$ cat src/ptg_params.svh
// port three gpio constants: register offsets, widths, masks, reset values
// assumes inclusion by bare name from the package and the port module
`ifndef PTG_PARAMS_SVH
`define PTG_PARAMS_SVH
`define PTG_ADDR_W        16
`define PTG_DATA_W        16
`define PTG_OFS_DATA      16'hFFC4
`define PTG_OFS_DIR       16'hFFC6
`define PTG_OFS_ODC       16'hF1C6
`define PTG_OFS_CFG       16'hF1C8
`define PTG_RST_DATA      16'h0000
`define PTG_RST_DIR       16'h0000
`define PTG_RST_ODC       16'h0000
`define PTG_ODC_MASK      16'h2FFF
`define PTG_DIR_MASK      16'hBFFF
`define PTG_PIN_MASK      16'hBFFF
`define PTG_ALT_OUT_MASK  16'h0E0A
`define PTG_CFG_STRB_DIS  0
`define PTG_CFG_WR_SEL    1
`define PTG_CFG_CLK_EN    2
`define PTG_LINE_CNT0     0
`define PTG_LINE_CAPT     2
`define PTG_LINE_UPDN3    4
`define PTG_LINE_CNT4     5
`define PTG_LINE_CNT3     6
`define PTG_LINE_CNT2     7
`define PTG_LINE_TIM6     1
`define PTG_LINE_TIM3     3
`define PTG_LINE_SSMI     8
`define PTG_LINE_SSMO     9
`define PTG_LINE_ATX      10
`define PTG_LINE_ARX      11
`define PTG_LINE_STRB     12
`define PTG_LINE_SCLK     13
`define PTG_LINE_CLK      15
`endif

$ cat src/ptg_pkg.sv
// port three gpio package: shared types
// assumes the constants header is on the include path
`include "ptg_params.svh"
package ptg_pkg;
   typedef logic [`PTG_DATA_W-1:0] ptg_word_t;
   typedef logic [`PTG_ADDR_W-1:0] ptg_addr_t;
endpackage

$ cat src/ptg_port.sv
// port three gpio: 15 lines with data, direction, open-drain and alternate merge
// assumes single clock, synchronous active-low reset, pins resolved outside
//
// Overview of operation
// - direction bit selects input or output per line
// - open-drain per bit; lines 15,14,12 push-pull
// - data bit 14 stored, never drives pin
// - alternate inputs read synchronised pin latch
// - alternate output ANDed with data latch
// - input direction floats; cleared latch holds low
// - unused alternate output rests high
// - bidirectional alternate lines follow the direction bit
// - clock output enables line 15 driver
// - line 12 strobe active after reset
// - strobe enables line 12 driver
// - bus hold returns line 12 to port
// - alternate functions mapped to fixed lines
// - software write beats hardware latch update
`timescale 1ns/10ps
`include "ptg_params.svh"
module ptg_port (
   // clock and reset
   input  wire logic             clk,
   input  wire logic             rstn,
   // register port
   input  wire ptg_pkg::ptg_addr_t regAddr,
   input  wire ptg_pkg::ptg_word_t regWdata,
   input  wire logic             regWr,
   input  wire logic             regRd,
   output logic [15:0]           regRdata,
   // start-up strap and bus hold
   input  wire logic             strapWriteHigh,
   input  wire logic             busHold,
   // alternate outputs from peripherals, rest high when unused
   input  wire logic             timer_six_toggle_output,
   input  wire logic             timer_three_toggle_output,
   input  wire logic             sync_serial_master_out,
   input  wire logic             sync_serial_master_in_out,
   input  wire logic             async_transmit_line,
   input  wire logic             async_receive_line_out,
   input  wire logic             shift_clock_out,
   input  wire logic             upper_byte_strobe,
   input  wire logic             write_high_strobe,
   input  wire logic             system_clock_output,
   // hardware latch update from peripherals
   input  wire logic [15:0]      hwLatchSet,
   input  wire logic [15:0]      hwLatchVal,
   // alternate inputs to peripherals
   output logic                  timer_zero_count_input,
   output logic                  capture_input,
   output logic                  timer_three_updown_input,
   output logic                  timer_four_count_input,
   output logic                  timer_three_count_input,
   output logic                  timer_two_count_input,
   output logic                  sync_serial_master_in,
   output logic                  sync_serial_slave_in,
   output logic                  async_receive_line,
   output logic                  shift_clock_in,
   // pins
   input  wire logic [15:0]      pinIn,
   output logic [15:0]           pinOut,
   output logic [15:0]           pinOe
);
   import ptg_pkg::*;

   // ==========================================================
   // registers
   ptg_word_t dataLatch_q;
   ptg_word_t dir_q;
   ptg_word_t odc_q;
   logic      upper_byte_strobe_disable_q;
   logic      write_config_select_q;
   logic      clkOutEn_q;
   logic      strapSeen_q;
   ptg_word_t pinSync1_q;
   ptg_word_t pinSync2_q;

   function automatic logic hit(input ptg_addr_t a, input ptg_addr_t ofs);
      hit = (a == ofs);
   endfunction

   always_ff @(posedge clk) begin
      if (!rstn) begin
         dataLatch_q <= `PTG_RST_DATA;
      end else begin
         for (int i = 0; i < 16; i++) begin
            if (regWr && hit(regAddr, `PTG_OFS_DATA)) begin
               dataLatch_q[i] <= regWdata[i];
            end else if (hwLatchSet[i]) begin
               dataLatch_q[i] <= hwLatchVal[i];
            end
         end
      end
   end

   always_ff @(posedge clk) begin
      if (!rstn) begin
         dir_q <= `PTG_RST_DIR;
      end else if (regWr && hit(regAddr, `PTG_OFS_DIR)) begin
         dir_q <= regWdata & `PTG_DIR_MASK;
      end
   end

   always_ff @(posedge clk) begin
      if (!rstn) begin
         odc_q <= `PTG_RST_ODC;
      end else if (regWr && hit(regAddr, `PTG_OFS_ODC)) begin
         odc_q <= regWdata & `PTG_ODC_MASK;
      end
   end

   // config: strobe disable, write-high select (strap at release), clock out
   always_ff @(posedge clk) begin
      if (!rstn) begin
         upper_byte_strobe_disable_q    <= 1'b0;
         write_config_select_q     <= 1'b0;
         clkOutEn_q  <= 1'b0;
         strapSeen_q <= 1'b0;
      end else begin
         strapSeen_q <= 1'b1;
         if (!strapSeen_q) begin
            write_config_select_q <= strapWriteHigh;
         end
         if (regWr && hit(regAddr, `PTG_OFS_CFG)) begin
            upper_byte_strobe_disable_q   <= regWdata[`PTG_CFG_STRB_DIS];
            write_config_select_q    <= regWdata[`PTG_CFG_WR_SEL];
            clkOutEn_q <= regWdata[`PTG_CFG_CLK_EN];
         end
      end
   end

   // ==========================================================
   // pin input latch
   always_ff @(posedge clk) begin
      if (!rstn) begin
         pinSync1_q <= 16'h0000;
         pinSync2_q <= 16'h0000;
      end else begin
         pinSync1_q <= pinIn;
         pinSync2_q <= pinSync1_q;
      end
   end

   // ==========================================================
   // read data
   always_ff @(posedge clk) begin
      if (!rstn) begin
         regRdata <= 16'h0000;
      end else if (regRd) begin
         if (hit(regAddr, `PTG_OFS_DATA)) begin
            regRdata <= dataLatch_q;
         end else if (hit(regAddr, `PTG_OFS_DIR)) begin
            regRdata <= dir_q;
         end else if (hit(regAddr, `PTG_OFS_ODC)) begin
            regRdata <= odc_q;
         end else if (hit(regAddr, `PTG_OFS_CFG)) begin
            regRdata <= {13'h0000, clkOutEn_q, write_config_select_q, upper_byte_strobe_disable_q};
         end else begin
            regRdata <= 16'h0000;
         end
      end else begin
         regRdata <= 16'h0000;
      end
   end

   // ==========================================================
   // output merge
   logic      strobeOn;
   logic      strobeVal;
   ptg_word_t altOut;
   ptg_word_t drv;
   ptg_word_t en;

   assign strobeOn  = (!write_config_select_q && !upper_byte_strobe_disable_q) || write_config_select_q;
   assign strobeVal = write_config_select_q ? write_high_strobe : upper_byte_strobe;

   always_comb begin
      altOut = 16'hFFFF;
      altOut[`PTG_LINE_TIM6] = timer_six_toggle_output;
      altOut[`PTG_LINE_TIM3] = timer_three_toggle_output;
      altOut[`PTG_LINE_SSMI] = sync_serial_master_in_out;
      altOut[`PTG_LINE_SSMO] = sync_serial_master_out;
      altOut[`PTG_LINE_ATX]  = async_transmit_line;
      altOut[`PTG_LINE_ARX]  = async_receive_line_out;
      altOut[`PTG_LINE_SCLK] = shift_clock_out;
      drv = dataLatch_q & altOut;
      en  = dir_q;
      if (clkOutEn_q) begin
         drv[`PTG_LINE_CLK] = system_clock_output;
         en[`PTG_LINE_CLK]  = 1'b1;
      end
      if (strobeOn && !busHold) begin
         drv[`PTG_LINE_STRB] = strobeVal;
         en[`PTG_LINE_STRB]  = 1'b1;
      end else begin
         drv[`PTG_LINE_STRB] = dataLatch_q[`PTG_LINE_STRB];
         en[`PTG_LINE_STRB]  = dir_q[`PTG_LINE_STRB];
      end
      drv = drv & `PTG_PIN_MASK;
      en  = en & `PTG_PIN_MASK;
   end

   always_comb begin
      pinOut = drv;
      // open drain releases the pin on a one and actively pulls low on a zero
      pinOe  = en & ~(odc_q & drv);
   end

   // ==========================================================
   // alternate inputs
   always_comb begin
      timer_zero_count_input   = pinSync2_q[`PTG_LINE_CNT0];
      capture_input            = pinSync2_q[`PTG_LINE_CAPT];
      timer_three_updown_input = pinSync2_q[`PTG_LINE_UPDN3];
      timer_four_count_input   = pinSync2_q[`PTG_LINE_CNT4];
      timer_three_count_input  = pinSync2_q[`PTG_LINE_CNT3];
      timer_two_count_input    = pinSync2_q[`PTG_LINE_CNT2];
      sync_serial_master_in    = pinSync2_q[`PTG_LINE_SSMI];
      sync_serial_slave_in     = pinSync2_q[`PTG_LINE_SSMO];
      async_receive_line       = pinSync2_q[`PTG_LINE_ARX];
      shift_clock_in           = pinSync2_q[`PTG_LINE_SCLK];
   end
endmodule // ptg_port

$ cat config.mk
export PLATFORM = sky130hd
export DESIGN_NAME = ptg_port
export DESIGN_NICKNAME = d
export VERILOG_FILES = /design/src/ptg_pkg.sv /design/src/ptg_port.sv
export VERILOG_INCLUDE_DIRS = /design/src
export SDC_FILE = /design/constraint.sdc
export NUM_CORES = 1
export LEC_CHECK = 0
export BUFFER_PORTS_ARGS = -buffer_cell sky130_fd_sc_hd__buf_2
export CAP_MARGIN = 20
export CELL_PAD_IN_SITES_DETAIL_PLACEMENT = 1
export CELL_PAD_IN_SITES_GLOBAL_PLACEMENT = 2
export CORE_MARGIN = 3
export CORE_UTILIZATION = 30
export DETAILED_ROUTE_END_ITERATION = 10
export MAX_ROUTING_LAYER = met4
export PLACE_DENSITY_LB_ADDON = 0.1
export SETUP_SLACK_MARGIN = 0.15
export SKIP_CTS_REPAIR_TIMING = 1
export SYNTH_ARGS = -nofsm -noshare
export SYNTH_HDL_FRONTEND = slang
export SYNTH_SLANG_ARGS = --single-unit
$ cat constraint.sdc
create_clock -name clk -period 4.7 [get_ports clk]
set_clock_uncertainty 0.1 [all_clocks]
set_input_delay 0.47 -clock clk [delete_from_list [all_inputs] [get_ports clk]]
set_output_delay 0.47 -clock clk [all_outputs]
set_load 0.05 [all_outputs]
# ---- After elaboration in Yosys (flattened, before gate mapping)
# Index checks and enable logic that the tools add are counted.
dict set report word_totals {
  register_bits 92
  latchBits 0
  ramBits 0
  mem_bits_ro 0
  input_bits 96
  output_inout_bits 58
  wordCells 105
  n_memories 0
}
dict set report op_classes {
  add_sub_neg 0
  n_mul 0
  n_div 0
  order_cmp 0
  eq_ne 5
  n_shift 0
  mux 44
  bitwise 4
  reduce_logical 27
}
# operator n
set ops {}
lappend ops {{$eq 16x16->1 const B} 4}
lappend ops {{$mux 1} 40}
lappend ops {{$and 16x16->16} 2}
lappend ops {{$mux 16} 2}
lappend ops {{$reduce_bool 2->1} 16}
lappend ops {{$and 14x16->16} 1}
lappend ops {{$not 16->16} 1}
lappend ops {{$mux 14} 1}
lappend ops {{$logic_and 1x1->1} 6}
lappend ops {{$logic_not 1->1} 3}
lappend ops {{$mux 3} 1}
lappend ops {{$ne 2x1->1 const B} 1}
lappend ops {{$reduce_and 2->1} 1}
lappend ops {{$logic_or 1x1->1} 1}

# ---- Logic depth before layout (Yosys ltp)
# Gate-level depths: netlist (run 1).
dict set report depth {
  word_depth 8
  ltp_mapped 6
  depth_no_buf 4
}

# ---- Worst setup path before layout (run 1)
# Ideal clock, no wire load.
dict set report synth_path {
  path_kind {input to output}
  from {input sync_serial_master_in_out}
  to {output pinOe[8]}
  arrival_time_ps 2010
  t_required_ps 4130
  path_slack_ps 2120
  path_stages 2
  path_buffers 0
  cell_sequence {and2_1 > a21boi_0}
}
dict set report synth_via {
  elab_chain_cells 4
}
# element line
set synth_lines {}
lappend synth_lines {{from (decl)} ptg_port.sv:38} ;# input wire logic sync_serial_master_in_out,
lappend synth_lines {{$and 16x16->16} ptg_port.sv:186} ;# drv = dataLatch_q & altOut;
lappend synth_lines {{$and 14x16->16} ptg_port.sv:206} ;# pinOe = en & ~(odc_q & drv);
lappend synth_lines {{$not 16->16} ptg_port.sv:206}
lappend synth_lines {{$and 16x16->16} ptg_port.sv:206}
lappend synth_lines {{to (decl)} ptg_port.sv:62} ;# output logic [15:0] pinOe
# No other way between the ends.

# ---- Worst setup path in the final report (run 1)
dict set report layout_path {
  from {input regAddr[3]}
  to {register dir_q[6]}
}
dict set report layout_via {
  elab_chain_cells 2
}
# element line
set layout_lines {}
lappend layout_lines {{from (decl)} ptg_port.sv:26} ;# input wire ptg_pkg::ptg_addr_t regAddr,
lappend layout_lines {{$eq 16x16->1} ptg_port.sv:79} ;# hit = (a == ofs);
lappend layout_lines {{$logic_and 1x1->1} ptg_port.sv:99} ;# end else if (regWr && hit(regAddr, `PTG_OFS_DIR)) begin
lappend layout_lines {{to (signal assigned)} ptg_port.sv:98} ;# dir_q <= `PTG_RST_DIR;
lappend layout_lines {{to (signal assigned)} ptg_port.sv:100} ;# dir_q <= regWdata & `PTG_DIR_MASK;
lappend layout_lines {{to (decl)} ptg_port.sv:69} ;# ptg_word_t dir_q;
# No other way between the ends.
# A chain may end at the register's enable or synchronous reset.

==> impl_metrics.tcl, run 1 <==
set metrics [dict create \
    coreArea_mm2 0.0118 \
    vdd_ir_drop_max_mv 0.247 \
    setup_tns_ns 0 \
    final_common_cell "buf_2" \
    io_buffers 145 \
    antenna_found_initial 0 \
    grt.overflow.total 0 \
    hold_violations 0 \
    final.setup.worst_slack_ns 2.28 \
    ys_warn_count 0 \
    power_per_cell_area_mw_per_mm2 330 \
    cts.path.max_buffers 2 \
    grt_pass1_wl_um 17800 \
    root_buffer "clkbuf_16" \
    clk_pin_slew_worst_paths_ns 0.06 \
    hpwl_um 7970 \
    cts_htree_levels 3 \
    drt_iter0_drc 137 \
    dr.pass1.iters 4 \
    rsz0062_at_grt "false" \
    crit_slowest_cell "or3_1" \
    cts_buffers 9 \
    synth_seq_cells 84 \
    pin_count 154 \
    finalWirelength_um 11400 \
    mostFrequentLayoutCells "buf_2 (145), dfxtp_1 (84), nand2_1 (68), mux2i_1 (49), and2_1 (29)" \
    leakage_uw 0.00225 \
    status "finished clean" \
    drive_gt1_frac 0.378 \
    wire_per_inst_um 16.6 \
    cap_violations 0 \
    syn_to_final_growth_pct 28.5 \
    yosysTopAreaCell "dfxtp_1" \
    num_antenna_cells 0 \
    synth.area.top_cells "dfxtp_1 (45%), mux2i_1 (13%), nand2_1 (6.9%)" \
    path_delay_family "simple AND/OR/NAND/NOR gates" \
    relSlewSlack 0.246 \
    viasPerCell 4.69 \
    grt_pass1_vias 3432 \
    nNetsFinal 610 \
    path_buf_inv 1 \
    period_share 0.515 \
    worstSetupPathType "primary input to register" \
    ys_types 40 \
    synth_edf_count 0 \
    cpPeakStageDelay_ns 0.96 \
    worst_ep_arrival_time_ns 2.51 \
    synth.avg_cell_area_um2 9.59 \
    dpl_worst_slack_ns 1.90 \
    fmax_mhz 413 \
    hold_path.class "primary input to register" \
    slew_viol_final 0 \
    crit_fanout 15 \
    worstSkewPairLatency_ns 0.35 \
    netlist.area_leader.share 0.453 \
    vias 3202 \
    tightest_slew_ns 1.13 \
    finalSetupViolations 0 \
    yosysSeqAreaShare 0.453 \
    synth_top_flop_cell "dfxtp_1" \
    cts.sinks 84 \
    rows 39 \
    die-area_mm2 0.0137 \
    grt_max_degree 86 \
    chipHeight_um 117 \
    grt_usage 0.178 \
    timing.final.crit_period_ns 2.42 \
    drc 0 \
    end_kind "register" \
    die_x_um 117 \
    crit_required_ns 4.79 \
    synth_cells 387 \
    initial_core_util 0.316 \
    synthArstFlopShare 0 \
    synth.cell_area_mm2 0.00371 \
    place.gp.congestion 0.737 \
    final_antenna_net_count 0 \
    path_cells "buf_2, nor3b_4, nand3_2, or3_1, mux2i_1" \
    cts_tree "done" \
    worstSetupStartpointType "primary input" \
]
==> flip-flops by register name, summed over array words and instances (netlist names), 10 cells and up <==
| name | flops |
|---|---|
| pinSync1_q | 10 |
| dataLatch_q | 16 |
| pinSync2_q | 10 |
| regRdata | 16 |
| odc_q | 13 |
| dir_q | 15 |
==> synth_stat cells, types with 2 or more instances <==
cell type	n
dfxtp_1	84
nand2_1	68
mux2i_1	49
and2_1	29
mux2_2	18
clkbuf_1	15
inv_1	13
nor3_1	11
a211oi_1	10
nand3_1	10
buf_4	9
a21boi_0	8
a21oi_1	8
o221a_2	7
o21ai_0	6
o41ai_1	6
nor2_1	3
and3_1	2
and4bb_2	2
buf_1	2
buf_2	2
buf_6	2
nand3_2	2
nor4b_1	2
o211ai_1	2
or2_2	2
or3_1	2
==> per-stage QoR <==
| stage | hold WS [ns] | cells | util | total power (uW) | cell area, um2 |
|---|---|---|---|---|---|
| 4_1_cts | 0.212 | 683 | 0.405 | 1600 | 4770 |
| 2_1_floorplan | 0.312 | 388 | - | 855 | 3710 |
| 5_1_grt | 0.215 | 683 | 0.405 | 1650 | 4770 |
| 3_5_place_dp | 0.321 | 667 | 0.381 | 918 | 4480 |
| 3_3_place_gp | 0.313 | 667 | 0.381 | 914 | 4480 |
| 6_report | 0.225 | 683 | 0.405 | 1570 | 4770 |
==> worst paths after layout <==
path | start | endpoint | slack, ns | depth (start not counted)
min reg2reg | pinSync1_q[2] | pinSync2_q[2] | 0.33 | 1
max reg2reg | upper_byte_strobe_disable_q | regRdata[0] | 3.61 | 3
min | pinIn[4] | pinSync1_q[4] | 0.22 | 2
max | regAddr[3] | dir_q[6] | 2.28 | 5
==> kinds of logic after synthesis <==
group,Yosys count,synth area share
AOI/OAI and AO/OA,50,0.101
and+or+nand+nor,141,0.197
buffers and inverters,44,0.0614
DFF,84,0.453
other,1,0.00101
muxes,67,0.187
==> layer usage <==
metal	global-route usage	up-vias	routed length [um]
li1	-	1593	-
met1	0.217	1518	5210
met2	0.289	85	5450
met3	0.0586	6	588
met4	0.0390	0	105
met5	-	-	0
==> cell type report <==
class | count | area (um2)
flip-flops and latches | 84 | 1680
multi-input cells | 260 | 1810
well taps | 164 | 205
inverters | 13 | 48.8
clock inverters | 6 | 47.5
clock buffers | 10 | 239
fillers | 1402 | 6990
repair buffers | 146 | 733
==> power by group <==
group          internal (uW)  switching (uW)
registers                729            9.87
logic                   62.1            98.6
clock network            376             299
No activity file was read; power rests on OpenSTA's default activity.
==> run 2, diff against run 1 <==
--- a/config.mk
+++ b/config.mk
@@ -11,7 +11,7 @@
 export CELL_PAD_IN_SITES_DETAIL_PLACEMENT = 1
 export CELL_PAD_IN_SITES_GLOBAL_PLACEMENT = 2
 export CORE_MARGIN = 3
-export CORE_UTILIZATION = 30
+export CORE_UTILIZATION = 28
 export DETAILED_ROUTE_END_ITERATION = 10
 export MAX_ROUTING_LAYER = met4
 export PLACE_DENSITY_LB_ADDON = 0.1
==> constraint.sdc (replaced) <==
create_clock -name clk -period 2.3 [get_ports clk]
set_clock_uncertainty 0.1 [all_clocks]
set_input_delay 0.23 -clock clk [delete_from_list [all_inputs] [get_ports clk]]
set_output_delay 0.23 -clock clk [all_outputs]
set_load 0.05 [all_outputs]
==> impl_metrics.tcl, run 2 (synthesized netlist as in run 1, its figures left out) <==
set metrics [dict create \
    status "complete, but fails checks" \
    failed_checks "hold timing" \
    period_share 0.763 \
    timing.final.crit_period_ns 1.75 \
    leakage_uw 0.00234 \
    cts.sinks 84 \
    die_x_um 121 \
    drt_iter0_drc 110 \
    vdd_ir_drop_max_mv 0.379 \
    initial_core_util 0.291 \
    final_core_util 0.389 \
    cts_htree_levels 3 \
    chipHeight_um 121 \
    coreArea_mm2 0.0128 \
    drc 0 \
    viasPerCell 4.70 \
    switchingPower_uw 829 \
    hold_violations 1 \
    pin_count 154 \
    grt_max_degree 86 \
    cts_tree "done" \
    die-area_mm2 0.0147 \
    worstSetupPathType "primary input to register" \
    setup_tns_ns 0 \
    final_common_cell "buf_2" \
    worst_ep_arrival_time_ns 1.86 \
    dr_wl_met3_um 610 \
    finalSetupViolations 0 \
    fmax_mhz 570 \
    hpwl_um 8450 \
    cts_buffers 9 \
    seq_power_share 0.438 \
    top_regs "dataLatch_q x16, regRdata x16, dir_q x15" \
    fillers 1479 \
    cts.path.max_buffers 2 \
    rows 41 \
    relSlewSlack 0.541 \
    grt_pass1_wl_um 18200 \
    slew_viol_final 0 \
    final_antenna_net_count 0 \
    grt.overflow.total 0 \
    hold_path.class "primary input to register" \
    io_buffers 145 \
    worstSetupStartpointType "primary input" \
    dr.pass1.iters 4 \
    mostFrequentLayoutCells "buf_2 (145), dfxtp_1 (84), nand2_1 (68), mux2i_1 (49), and2_1 (29)" \
    tightest_slew_ns 0.688 \
    p_int_uw 2610 \
    power_per_cell_area_mw_per_mm2 692 \
    holdWs_ns -0.00265 \
    vias 3323 \
    syn_to_final_growth_pct 34.1 \
    worstSkewPairLatency_ns 0.34 \
    root_buffer "clkbuf_16" \
    power_switching_share 0.241 \
    antenna_found_initial 0 \
    crit_required_ns 2.41 \
    end_kind "register" \
    clk_pin_slew_worst_paths_ns 0.06 \
    route.met2.wl_um 5720 \
    rsz0062_at_grt "false" \
    comb_power_share 0.100 \
    crit_fanout 16 \
    nNetsFinal 626 \
    cap_violations 0 \
    num_antenna_cells 0 \
    clkPwrFrac 0.462 \
    wire_per_inst_um 16.2 \
    drive_gt1_frac 0.385 \
    top_layer_used "met4" \
    wl_met1_um 5030 \
    grt_pass1_vias 3519 \
    finalWirelength_um 11500 \
    grt_usage 0.164 \
    place.gp.congestion 0.722 \
]
-- run 2: changes by cell type in the layout (fill, tap and decap cells not counted), sizes merged --
cell	change
bufinv	+2
buf	+11
clkinv	-4
clkinvlp	+1
dlygate4sd3	+5
clkbuf	+1
-- run 2: area by class of cell --
class	count	area, um2	share of cell area
Multi-Input combinational cell	260	1810	0.364
Timing Repair Buffer	162	891	0.179
Inverter	13	48.8	0.00981
Clock buffer	11	243	0.0488
Tap cell	172	215	0.0433
Sequential cell	84	1680	0.338
Clock inverter	5	83.8	0.0169
-- run 2: critical path, cell delays in order --
cell	delay, ns
buf_2	0.12
nor3b_4	0.30
nand3_2	0.27
or4_4	0.75
mux2i_1	0.19
-- run 2: metal layers --
metal	up-vias	global-route usage
li1	1629	-
met1	1590	0.200
met2	93	0.270
met3	11	0.0410
met4	0	0.0432
met5	-	-
-- run 2: worst paths after layout --
path                       from  slack (ns)             end  cells after the start
hold / removal         pinIn[0]      -0.003   pinSync1_q[0]                      2
setup reg to reg     clkOutEn_q        1.19     regRdata[2]                      3
hold reg to reg   pinSync1_q[8]        0.34   pinSync2_q[8]                      1
setup / recovery     regAddr[3]        0.55  dataLatch_q[0]                      5
-- run 2: power by group through the flow --
stage / logic (uW) / clock network (uW) / registers [uW]
global placement: 334 / 0 / 1540
floorplan: 188 / 0 / 1560
detailed placement: 341 / 0 / 1540
finish: 343 / 1590 / 1510
CTS: 343 / 1630 / 1510
global route: 376 / 1700 / 1510
-- run 2: stage by stage --
stage	total power, uW	instance area, um2	setup slack, ns	cells
2_1_floorplan	1750	3710	0.399	388
3_3_place_gp	1880	4600	0.209	686
3_5_place_dp	1880	4600	0.157	686
4_1_cts	3480	4920	0.515	702
5_1_grt	3590	4970	0.441	707
6_report	3440	4970	0.546	707
